**src/verilog/kei_regs.svh**
```systemverilog
// Purpose: register map and constants for the key edge interrupt block
// Assumes: byte-wide special function registers on a cpu-side access port
// Notes: addresses are the cpu's memory addresses of the registers
`ifndef KEI_REGS_SVH
`define KEI_REGS_SVH
`define KEI_ADDR_W 20
`define KEI_KEY_EN_ADDR 20'h0ff37
`define KEI_DIR_ADDR 20'hfff27
`define KEI_KEY_EN_RESET 8'h00
`define KEI_DIR_RESET 8'hff
`define KEI_LOW_WIDTH_NS 250
`define KEI_CLK_PERIOD_NS 8
`endif

```
**src/verilog/kei_pkg.sv**
```systemverilog
// Purpose: shared types for the key edge interrupt block
// Assumes: nothing beyond the register header
// Notes: access kinds of the cpu register port
package kei_pkg;
  typedef enum logic [1:0] {
    KEI_ACC_NONE,
    KEI_ACC_BYTE,
    KEI_ACC_BIT_SET,
    KEI_ACC_BIT_CLR
  } kei_acc_t;
endpackage : kei_pkg

```
**src/verilog/kei_key_irq.sv**
```systemverilog
// Purpose: key input falling-edge detector with port 7 direction register
// Assumes: cpu writes bytes or single bits through the access port
// Notes: irq pulse goes to the cpu's interrupt controller flag
//
// What this block does
// - falling edge on an enabled key pin raises the shared key interrupt.
// - enable bit 0 ignores its pin; 1 makes it eligible.
// - every key pin has its own enable bit.
// - four or eight key inputs; in four-input build upper enables read zero.
// - enable register resets to 00h, writable by byte or single bit.
// - setting an enable while its pin is low also raises the interrupt.
// - pins with enable clear stay plain port pins.
// - direction bit 0 drives the pin, 1 makes it an input.
// - direction register resets to ffh, writable by byte or bit.
// - interrupt priority level never affects the request.
`timescale 1ns/1ps
`include "kei_regs.svh"
module kei_key_irq #(
  parameter int NUM_KEYS = 8
) (
  // clock and reset
  input wire logic ref_clk,
  input wire logic sys_rst,
  // cpu register access
  input wire logic [`KEI_ADDR_W-1:0] reg_addr,
  input wire kei_pkg::kei_acc_t reg_acc,
  input wire logic [7:0] reg_wdata,
  input wire logic [2:0] reg_bit,
  output logic [7:0] reg_rdata,
  output logic reg_hit,
  // port 7 pins
  input wire logic [7:0] key_input_pin,
  input wire logic [7:0] port7_out_latch,
  output logic [7:0] port7_pin_out,
  output logic [7:0] port7_pin_oe,
  output logic [7:0] port7_pin_level,
  // interrupt request to the controller
  output logic key_irq
);
  import kei_pkg::*;

  // bits above the build width are tied off rather than left free
  localparam logic [7:0] USED_MASK = (NUM_KEYS == 4) ? 8'h0f : 8'hff;

  // only the four- and eight-key builds exist; refuse others at elaboration
  if (NUM_KEYS != 4 && NUM_KEYS != 8) begin : g_bad_keys
    $error("kei_key_irq: NUM_KEYS must be 4 or 8");
  end

  logic [7:0] key_detect_enable_reg_r;
  logic [7:0] key_detect_enable_reg_nxt;
  logic [7:0] port7_direction_reg_r;
  logic [7:0] port7_direction_reg_nxt;
  logic [7:0] key_lvl;
  logic [7:0] key_prev_r;
  logic [7:0] key_prev_nxt;
  logic [7:0] fall_hit;
  logic [7:0] arm_hit;
  logic irq_r;
  logic irq_nxt;
  logic hit_en;
  logic hit_dir;
  logic [7:0] bit_mask;

  // one synchroniser per pin; idle level is high because of the pull-up
  // all eight are kept in the narrow build so pin_level still shows every pin
  // the cost is four idle synchronisers, traded for one port map for both builds
  genvar g;
  generate
    for (g = 0; g < 8; g++) begin : g_sync
      kei_sync #(.RESET_VAL(1'b1)) u_sync (
        .ref_clk(ref_clk),
        .sys_rst(sys_rst),
        .pin_in(key_input_pin[g]),
        .level_out(key_lvl[g])
      );
    end
  endgenerate

  // address decode
  always_comb begin
    hit_en = 1'b0;
    hit_dir = 1'b0;
    if (reg_addr == `KEI_KEY_EN_ADDR) begin
      hit_en = 1'b1;
    end else if (reg_addr == `KEI_DIR_ADDR) begin
      hit_dir = 1'b1;
    end
  end

  assign bit_mask = 8'h01 << reg_bit;

  // register writes; byte or single-bit manipulation
  always_comb begin
    key_detect_enable_reg_nxt = key_detect_enable_reg_r;
    port7_direction_reg_nxt = port7_direction_reg_r;
    if (hit_en) begin
      case (reg_acc)
        KEI_ACC_BYTE: key_detect_enable_reg_nxt = reg_wdata;
        KEI_ACC_BIT_SET: key_detect_enable_reg_nxt = key_detect_enable_reg_r | bit_mask;
        KEI_ACC_BIT_CLR: key_detect_enable_reg_nxt = key_detect_enable_reg_r & ~bit_mask;
        default: key_detect_enable_reg_nxt = key_detect_enable_reg_r;
      endcase
    end
    if (hit_dir) begin
      case (reg_acc)
        KEI_ACC_BYTE: port7_direction_reg_nxt = reg_wdata;
        KEI_ACC_BIT_SET: port7_direction_reg_nxt = port7_direction_reg_r | bit_mask;
        KEI_ACC_BIT_CLR: port7_direction_reg_nxt = port7_direction_reg_r & ~bit_mask;
        default: port7_direction_reg_nxt = port7_direction_reg_r;
      endcase
    end
    // unused upper enables stay zero in the narrow build
    key_detect_enable_reg_nxt = key_detect_enable_reg_nxt & USED_MASK;
    // unused direction bits stay input in the narrow build
    port7_direction_reg_nxt = port7_direction_reg_nxt | ~USED_MASK;
  end

  // edge detection; priority settings never enter here
  // the arm term looks at the next enable so the pulse leaves on the write edge
  always_comb begin
    key_prev_nxt = key_lvl;
    // falling edge on an enabled pin
    fall_hit = key_prev_r & ~key_lvl & key_detect_enable_reg_r;
    // newly enabled while already low acts as an edge
    arm_hit = ~key_detect_enable_reg_r & key_detect_enable_reg_nxt & ~key_lvl;
    irq_nxt = |(fall_hit | arm_hit);
  end

  always_ff @(posedge ref_clk or posedge sys_rst) begin
    if (sys_rst) begin
      key_detect_enable_reg_r <= `KEI_KEY_EN_RESET;
      port7_direction_reg_r <= `KEI_DIR_RESET;
      key_prev_r <= 8'hff;
      irq_r <= 1'b0;
    end else begin
      key_detect_enable_reg_r <= key_detect_enable_reg_nxt;
      port7_direction_reg_r <= port7_direction_reg_nxt;
      key_prev_r <= key_prev_nxt;
      irq_r <= irq_nxt;
    end
  end

  // read mux; unmapped addresses read zero and drop reg_hit
  always_comb begin
    reg_rdata = 8'h00;
    reg_hit = 1'b0;
    if (hit_en) begin
      reg_rdata = key_detect_enable_reg_r;
      reg_hit = 1'b1;
    end else if (hit_dir) begin
      reg_rdata = port7_direction_reg_r;
      reg_hit = 1'b1;
    end
  end

  // pin drivers: the detector never touches them, so plain port use survives
  assign port7_pin_out = port7_out_latch;
  assign port7_pin_oe = ~port7_direction_reg_r;
  assign port7_pin_level = key_lvl;
  assign key_irq = irq_r;

  // the low-width wait before clearing the flag is software's job; no timer here
  // this keeps a counter out of the block that would only serve one start-up case

  // assertions: request path first
  fall_irq_a: assert property (@(posedge ref_clk) disable iff (sys_rst)
    (|($past(key_lvl) & ~key_lvl & key_detect_enable_reg_r)) |=> key_irq)
    else $error("enabled falling edge did not raise irq");
  masked_quiet_a: assert property (@(posedge ref_clk) disable iff (sys_rst)
    (key_detect_enable_reg_r == 8'h00 && key_detect_enable_reg_nxt == 8'h00) |=> !key_irq)
    else $error("irq with all enables clear");
  // a fall on a disabled pin, with no enable write, must stay silent
  disabled_quiet_a: assert property (@(posedge ref_clk) disable iff (sys_rst)
    (!(|($past(key_lvl) & ~key_lvl & key_detect_enable_reg_r)) && !(hit_en && reg_acc != KEI_ACC_NONE))
      |=> !key_irq)
    else $error("irq without an enabled fall or an enable write");
  arm_low_a: assert property (@(posedge ref_clk) disable iff (sys_rst)
    (|(~key_detect_enable_reg_r & key_detect_enable_reg_nxt & ~key_lvl)) |=> key_irq)
    else $error("enable on low pin gave no irq");
  irq_cause_a: assert property (@(posedge ref_clk) disable iff (sys_rst)
    key_irq |-> $past(irq_nxt))
    else $error("irq without a cause");

  // enable register writes
  bit_write_a: assert property (@(posedge ref_clk) disable iff (sys_rst)
    (hit_en && reg_acc == KEI_ACC_BIT_SET) |=>
      ((key_detect_enable_reg_r ^ $past(key_detect_enable_reg_r)) & ~$past(bit_mask)) == 8'h00)
    else $error("bit write touched another enable");
  bit_clear_a: assert property (@(posedge ref_clk) disable iff (sys_rst)
    (hit_en && reg_acc == KEI_ACC_BIT_CLR) |=>
      (key_detect_enable_reg_r == ($past(key_detect_enable_reg_r) & ~$past(bit_mask))))
    else $error("bit clear changed the wrong enable");
  narrow_zero_a: assert property (@(posedge ref_clk) disable iff (sys_rst)
    (key_detect_enable_reg_r & ~USED_MASK) == 8'h00)
    else $error("unused enable bits not zero");
  byte_write_a: assert property (@(posedge ref_clk) disable iff (sys_rst)
    (hit_en && reg_acc == KEI_ACC_BYTE) |=> key_detect_enable_reg_r == ($past(reg_wdata) & USED_MASK))
    else $error("enable byte write lost");

  // direction register and pin drivers
  narrow_dir_a: assert property (@(posedge ref_clk) disable iff (sys_rst)
    (port7_direction_reg_r | USED_MASK) == 8'hff)
    else $error("unused direction bits left output");
  dir_oe_a: assert property (@(posedge ref_clk) disable iff (sys_rst)
    (hit_dir && reg_acc == KEI_ACC_BIT_CLR && (bit_mask & USED_MASK) != 8'h00) |=>
      (port7_pin_oe & $past(bit_mask)) != 8'h00)
    else $error("direction bit clear did not enable driver");
  dir_write_a: assert property (@(posedge ref_clk) disable iff (sys_rst)
    (hit_dir && reg_acc == KEI_ACC_BYTE) |=> port7_direction_reg_r == ($past(reg_wdata) | ~USED_MASK))
    else $error("direction byte write lost");
  dir_set_a: assert property (@(posedge ref_clk) disable iff (sys_rst)
    (hit_dir && reg_acc == KEI_ACC_BIT_SET) |=>
      (port7_direction_reg_r == ($past(port7_direction_reg_r) | $past(bit_mask))))
    else $error("direction bit set changed the wrong bit");
  dir_clear_a: assert property (@(posedge ref_clk) disable iff (sys_rst)
    (hit_dir && reg_acc == KEI_ACC_BIT_CLR) |=>
      (port7_direction_reg_r == (($past(port7_direction_reg_r) & ~$past(bit_mask)) | ~USED_MASK)))
    else $error("direction bit clear changed the wrong bit");
endmodule : kei_key_irq

```
**src/verilog/kei_sync.sv**
```systemverilog
// Purpose: three-stage synchroniser for one asynchronous pin
// Assumes: input may change at any time
// Notes: output follows once stages two and three agree
`timescale 1ns/1ps
module kei_sync #(
  parameter logic RESET_VAL = 1'b1
) (
  // clock and reset
  input wire logic ref_clk,
  input wire logic sys_rst,
  // pin and clean level
  input wire logic pin_in,
  output logic level_out
);
  logic s1_r;
  logic s2_r;
  logic s3_r;
  logic lvl_r;
  logic lvl_nxt;

  // accept a change only when the last two stages agree
  always_comb begin
    lvl_nxt = lvl_r;
    if (s2_r == s3_r) begin
      lvl_nxt = s3_r;
    end
  end

  // first stage is read only by the second
  always_ff @(posedge ref_clk or posedge sys_rst) begin
    if (sys_rst) begin
      s1_r <= RESET_VAL;
      s2_r <= RESET_VAL;
      s3_r <= RESET_VAL;
      lvl_r <= RESET_VAL;
    end else begin
      s1_r <= pin_in;
      s2_r <= s1_r;
      s3_r <= s2_r;
      lvl_r <= lvl_nxt;
    end
  end

  assign level_out = lvl_r;
endmodule : kei_sync
```
**config.mk**
```make
export PLATFORM = sky130hd
export DESIGN_NAME = kei_key_irq
export DESIGN_NICKNAME = d
export VERILOG_FILES = /design/src/verilog/kei_pkg.sv /design/src/verilog/kei_key_irq.sv /design/src/verilog/kei_sync.sv
export VERILOG_INCLUDE_DIRS = /design/src /design/src/verilog
export SDC_FILE = /design/constraint.sdc
export NUM_CORES = 1
export LEC_CHECK = 0
export BUFFER_PORTS_ARGS = -buffer_cell sky130_fd_sc_hd__buf_4
export CAP_MARGIN = 20
export CORE_ASPECT_RATIO = 0.7
export CORE_MARGIN = 2
export CORE_UTILIZATION = 40
export DETAILED_ROUTE_END_ITERATION = 7
export GPL_TIMING_DRIVEN = 0
export HOLD_SLACK_MARGIN = 0.1
export PLACE_DENSITY = 0.65
export SETUP_SLACK_MARGIN = 0.2
export SYNTH_ARGS = -nofsm -noshare
export SYNTH_HDL_FRONTEND = slang
export SYNTH_HIERARCHICAL = 1
export SYNTH_SLANG_ARGS = --single-unit
```
**constraint.sdc**
```tcl
create_clock -name ref_clk -period 4.2 [get_ports ref_clk]
set_clock_uncertainty 0.15 [all_clocks]
set_input_delay 0.21 -clock ref_clk [delete_from_list [all_inputs] [get_ports ref_clk]]
set_output_delay 0.21 -clock ref_clk [all_outputs]
set_load 0.05 [all_outputs]
```
==> results of run 1 <==
flip-flops by register name (all words and copies together), names as in the netlist:
signal and count:
key_detect_enable_reg_r 8, g_sync.u_sync/level_out 8, key_prev_r 8, port7_direction_reg_r 8, g_sync.u_sync/s1_r 8, key_irq 1
g_sync.u_sync/s2_r 8, g_sync.u_sync/s3_r 8
area by class of cell:
| class | instances | area, sq um |
|---|---|---|
| fill | 612 | 2850 |
| multi-input combinational | 156 | 1070 |
| clock inverter | 3 | 65.1 |
| inverter | 18 | 67.6 |
| timing repair buffer | 94 | 768 |
| clock buffer | 11 | 151 |
| buffer | 14 | 83.8 |
| tap | 94 | 118 |
| sequential | 57 | 1490 |
metrics by stage:
| step | cell area [sq um] | hold slack (ps) | power [mW] | utilization, % | setup WS (ps) |
|---|---|---|---|---|---|
| after CTS | 3780 | 138 | 1.42 | 56.8 | 1850 |
| final | 3810 | 162 | 1.41 | 57.2 | 1850 |
| after detailed placement | 3390 | 169 | 0.838 | 50.9 | 1850 |
| after floorplan | 2710 | 15.2 | 0.753 | - | 1730 |
| after global placement | 3390 | 168 | 0.834 | 50.9 | 1880 |
| after global routing | 3810 | 156 | 1.47 | 57.2 | 1730 |
power groups by stage:
stage | sequential, mW | combinational (mW) | clock (mW)
after floorplan | 0.665 | 0.0881 | 0
after global placement | 0.641 | 0.193 | 0
after detailed placement | 0.641 | 0.196 | 0
after CTS | 0.634 | 0.210 | 0.576
after global routing | 0.638 | 0.229 | 0.598
final | 0.633 | 0.212 | 0.561
synthesized netlist by cell type (all sizes together) (4+ instances only):
library cell and n:
maj3 8, a21oi 9, nand3b 10, nand4 4
dfstp 48, a22oi 11, nor2 22, a221o 9
inv 17, nand3 12, o21ai 19, clkbuf 5
dfrtp 9, buf 9, nand2 19, mux2i 7
worst register-to-register path: cells and delay by family, from the launching register on:
kind	cells	cell delay, ps
flip-flops	1	590
AND/OR/NAND/NOR	2	160
AO/OA/AOI/OAI	3	690
final timing paths:
kind	startpoint	slack (ps)	depth (start not counted)	end
max	reg_addr[6]	1850	7	reg_rdata[6]
min	reg_acc[0]	160	4	key_detect_enable_reg_r[7]
max reg2reg	g_sync[2].u_sync/level_out	2490	5	key_irq
min reg2reg	g_sync[2].u_sync/s1_r	200	0	g_sync[2].u_sync/s2_r
max in group asynchronous	sys_rst	3000	4	key_prev_r[4]
min in group asynchronous	sys_rst	360	3	key_detect_enable_reg_r[2]
routing by layer:
layer  wire [microns]  global-route usage (%)  up-vias
li1                 -                       -     1096
met1             3270                    28.2     1173
met2             3100                    29.6      107
met3              606                    6.23       13
met4              102                    8.30        0
met5                0                       0        -
timing repair:
item                                   4_1_cts  5_1_grt
gates resized for setup                      0        0
hold buffers                                17        0
endpoints found under the hold margin       65        0
logic make-up after synthesis:
kind of cell / after synthesis
DFF: 57
and+or+nand+nor: 87
AOI/OAI and AO/OA: 54
buffers and inverters: 32
adders and majority gates: 8
muxes: 7
==> reports/qor.tcl, run 1 <==
set qor(drt_first_pass_iters) 4
set qor(setup_viol) 0
set qor(synth.avg_cell_area_sq_um) 11.0
set qor(antenna_left) 0
set qor(synth_top_family_by_area) {simple AND/OR/NAND/NOR gates}
set qor(ys_top_cells_by_area) {dfstp_2 (47%), dfrtp_1 (8.3%), a221o_1 (3.3%)}
set qor(netlist_area_sq_mm) 0.00271
set qor(power_report.internal_total_mw) 1.06
set qor(synth-edff-count) 0
set qor(maxClockFrequency_ghz) 0.425
set qor(die-width_microns) 102
set qor(yosys.area.top_type_share_pct) 46.6
set qor(cts.sink_count) 57
set qor(timing_worst_setup_path_type) {in2out}
set qor(status) {completed}
set qor(layout.cells.most_common) {buf_4}
set qor(place.gp.congestion) 0.830
set qor(largest_net_degree_at_the_start_of_global_routing) 26
set qor(relSlewSlack_pct) 52.9
set qor(synth_simple_gate_area_share_pct) 20.1
set qor(power_density_mw_per_mm2) 369
set qor(endpoint_class_of_the_critical_path) {output pin}
set qor(clkLatencyLatePin_ps) 330
set qor(initial_antenna_violation_count) 0
set qor(global_route_wire_length_before_repair_microns) 11300
set qor(crit_path_max_fanout) 9
set qor(synth.lib_cells_used.distinct) 43
set qor(number_of_cells_produced_by_synthesis) 245
set qor(die_h_microns) 72.8
set qor(antenna-diode-count) 0
set qor(yosysTopAreaCell) {dfstp_2}
set qor(max_cap_viol_count) 0
set qor(finalWirelength_microns) 7080
set qor(async_reset_ff_share_pct) 100
set qor(avgViaCountPerCell) 5.34
set qor(synthesis.nets) 296
set qor(power_leakage_nw) 1.72
set qor(synth_mux_area_share_pct) 2.59
set qor(setup.worst_path.start_class) {input pin}
set qor(route.detailed.wl_per_inst_microns) 15.8
set qor(hold_path.class) {in2reg}
set qor(worst-slew-pin-transition_ps) 704
set qor(post-cts-setup-buffer-count) 0
set qor(path_cells) {buf_4, nand4bb_4, or4_4, nor2_2, nand2_1, o21ai_0, buf_4}
set qor(drive_gt1_share_pct) 47.6
set qor(cpLargestDelayFamily) {simple AND/OR/NAND/NOR gates}
set qor(synth-seq-area-share_pct) 54.9
set qor(tns_ps) 0
set qor(floorplan.rows) 25
set qor(place.detailed.hpwl_microns) 5100
set qor(die_area_sq_mm) 0.00745
set qor(finish.net_count) 401
set qor(net-switching-power_uw) 350
set qor(vias_in_the_first_global_route) 2278
set qor(cts.path.max_buffers) 2
set qor(grt_overflow_total) 0
set qor(vdd_drop_max_v) 0.000239
set qor(most_used_cells_in_the_layout_excluding_fill_and_tap_cells) {buf_4 (84), dfstp_2 (48), nor2_1 (20)}
set qor(synthToLayoutAreaGrowth_pct) 40.7
set qor(timing.final.hold_violations) 0
set qor(pin_count) 85
set qor(worstPathArrival_ps) 1990
set qor(commonest_register_cell_after_synthesis) {dfstp_2}
set qor(port_buffers) 76
set qor(drc) 0
set qor(final.period_utilization_pct) 56.0
set qor(root_buffer) {clkbuf_8}
set qor(worst-path-buf-inv) 2
set qor(worst_setup_hold_path_clk_slew_ps) 60
set qor(core_area_sq_mm) 0.00666
set qor(final.min_clock_period_ps) 2350
set qor(vias) 2389
set qor(sw_ratio_pct) 24.9
set qor(synth_xor_xnor_area_share_pct) 0
set qor(sequentialPowerShare_pct) 45.0
set qor(setup_repair_after_global_routing_missed_its_margin) {false}
set qor(cp.required_ps) 3840
set qor(cts_htree_levels) 3
set qor(crit_path_frequent_cell) {buf_4}
set qor(non_filler_instance_count_after_layout) 447
set qor(dpl.cell_count) 415
set qor(initial_utilization_pct) 40.6
set qor(crit_path_top_delay_cell) {or4_4}
set qor(detail_route.iter0.violations) 109
set qor(yosys_register_bits) 57
set qor(synth-warning-count) 6
set qor(cts_tree) {done}
set qor(combPwrFrac_pct) 15.1
set qor(grt_usage_pct) 20.3
set qor(slew_viol_final) 0
set qor(p_clk_share_pct) 39.9
set qor(cts_inserted_buffers) 9
set qor(critical-path-max-stage-delay_ps) 540
set qor(synth-adder-area-share_pct) 3.33
set qor(synth-compound-area-share_pct) 13.5
No activity file was read; power rests on OpenSTA's default activity.
==> run 2: changes to the inputs <==
Clock period 4.2 ns to 2.2 ns, I/O delays scaled along.
==> run 2 against run 1 <==
Non-clock buffer count is 3 higher. Cell area increased by 1.9%. Sequential power grew 91%. Count of clock-buffer cells in the layout did not move. Final cell count up 1.1%. First-iteration DRC count down 16%. Worst setup slack got worse by 1600 ps. Critical path type unchanged.
==> reports/qor.tcl, run 2 (synthesized netlist as in run 1, its figures left out) <==
set qor(setup_repair_after_global_routing_missed_its_margin) {false}
set qor(max_cap_viol_count) 0
set qor(drc) 0
set qor(antenna-diode-count) 0
set qor(largest_net_degree_at_the_start_of_global_routing) 26
set qor(grt_usage_pct) 20.2
set qor(die-width_microns) 102
set qor(hold_path.class) {in2reg}
set qor(reg2reg_from) {g_sync[2].u_sync/level_out}
set qor(vias) 2326
set qor(crit_path_frequent_cell) {buf_4}
set qor(worst_setup_hold_path_clk_slew_ps) 70
set qor(worstPathArrival_ps) 1670
set qor(power_density_mw_per_mm2) 719
set qor(initial_antenna_violation_count) 0
set qor(root_buffer) {clkbuf_8}
set qor(regToRegSetupSlack_ps) 470
set qor(cts_inserted_buffers) 9
set qor(relSlewSlack_pct) 36.1
set qor(critical-path-max-stage-delay_ps) 550
set qor(timing_worst_setup_path_type) {in2out}
set qor(worst-path-stages) 8
set qor(most_used_cells_in_the_layout_excluding_fill_and_tap_cells) {buf_4 (84), dfstp_2 (48), dlygate4sd3_1 (20)}
set qor(crit_path_top_delay_cell) {or4_4}
set qor(vdd_drop_max_v) 0.000793
set qor(core_area_sq_mm) 0.00666
set qor(cpLargestDelayFamily) {simple AND/OR/NAND/NOR gates}
set qor(final.period_utilization_pct) 87.6
set qor(setup.worst_path.start_class) {input pin}
set qor(layout.cells.most_common) {buf_4}
set qor(pin_count) 85
set qor(die_h_microns) 72.8
set qor(synthToLayoutAreaGrowth_pct) 43.4
set qor(final.min_clock_period_ps) 1930
set qor(finish.net_count) 404
set qor(global_route_wire_length_before_repair_microns) 11200
set qor(route.detailed.wl_per_inst_microns) 15.6
set qor(status) {completed}
set qor(setup.worst_path.start) {reg_addr[6]}
set qor(setup_slack_ps) 273
set qor(place.detailed.hpwl_microns) 5070
set qor(maxClockFrequency_ghz) 0.519
set qor(cts_tree) {done}
set qor(drt_first_pass_iters) 6
set qor(finalWirelength_microns) 7060
set qor(worstRegToRegCells) 5
set qor(cts.sink_count) 57
set qor(hold_path_startpoint) {reg_bit[0]}
set qor(setup_viol) 0
set qor(place.gp.congestion) 0.844
set qor(preCtsSetupSlack_ps) 21.5
set qor(endpoint_class_of_the_critical_path) {output pin}
set qor(avgViaCountPerCell) 5.15
set qor(initial_utilization_pct) 40.6
set qor(power_leakage_nw) 1.74
set qor(totalPowerFinal_mw) 2.79
set qor(slew_viol_final) 0
set qor(worst-path-buf-inv) 3
set qor(worst-slew-pin-transition_ps) 958
set qor(cts.path.max_buffers) 2
set qor(floorplan.rows) 25
set qor(critical_path.endpoint) {reg_rdata[3]}
set qor(vias_in_the_first_global_route) 2265
set qor(crit_path_max_fanout) 9
set qor(die_area_sq_mm) 0.00745
set qor(detail_route.iter0.violations) 92
set qor(cts_htree_levels) 3
set qor(drive_gt1_share_pct) 48.6
set qor(grt_overflow_total) 0
set qor(port_buffers) 76
set qor(cp.required_ps) 1940
set qor(path_cells) {buf_4, nand4bb_4, or4_4, nor2_4, buf_12, nand2_1, o21ai_0, buf_4}
set qor(antenna_left) 0
set qor(worstReg2RegEnd) {key_irq}
set qor(timing.final.hold_violations) 0
set qor(clkLatencyLatePin_ps) 320
run 2: power by group:
part           internal (mW)  switching [mW]  total (mW)
combinational          0.175           0.230       0.405
sequential              1.16          0.0522        1.21
clock                  0.781           0.396        1.18
total                   2.11           0.678        2.79
run 2: worst min path at each step:
stage          depth (start not counted)                          to
2_1_floorplan                          1  g_sync[0].u_sync/level_out
3_3_place_gp                           1       g_sync[3].u_sync/s1_r
3_5_place_dp                           1       g_sync[0].u_sync/s1_r
4_1_cts                                4  key_detect_enable_reg_r[1]
5_1_grt                                4  key_detect_enable_reg_r[1]
6_report                               4  key_detect_enable_reg_r[1]
run 2: layer usage:
layer / share of wire [%] / track usage, % / vias to the layer above
li1: - / - / 1100
met1: 45 / 28.7 / 1115
met2: 45 / 29.0 / 100
met3: 8.8 / 6.80 / 11
met4: 1.4 / 6.81 / 0
met5: 0 / 0 / -
run 2: per-stage QoR:
step / instances / util, % / hold WS, ps / setup TNS [ps] / instance area (sq um)
after floorplan: 245 / - / -84.8 / -453 / 2710
after global placement: 415 / 50.9 / 68.8 / 0 / 3390
after detailed placement: 415 / 50.9 / 69.3 / 0 / 3390
after CTS: 451 / 57.7 / 168 / 0 / 3850
after global routing: 452 / 58.2 / 206 / 0 / 3880
final: 452 / 58.2 / 192 / 0 / 3880
run 2: layout make-up:
class	count	area, sq um
plain buffers	14	85.1
clock buffers	11	141
clock inverters	5	103
fillers	588	2780
inverters	18	67.6
multi-input cells	156	1090
flip-flops and latches	57	1490
well taps	94	118
repair buffers	97	791
run 2: repair_timing:
item	in CTS	in global routing
hold buffers	20	0
pin swaps	0	1
resized for setup	2	5
endpoints found under the setup margin	8	25
endpoints found under the hold margin	65	0
buffers inserted	0	1
run 2: worst register-to-register path, delay by kind of cell, from the launching register on:
family             cells  cell delay (ps)
DFF                    1              600
AOI/OAI and AO/OA      3              700
and+or+nand+nor        2              160
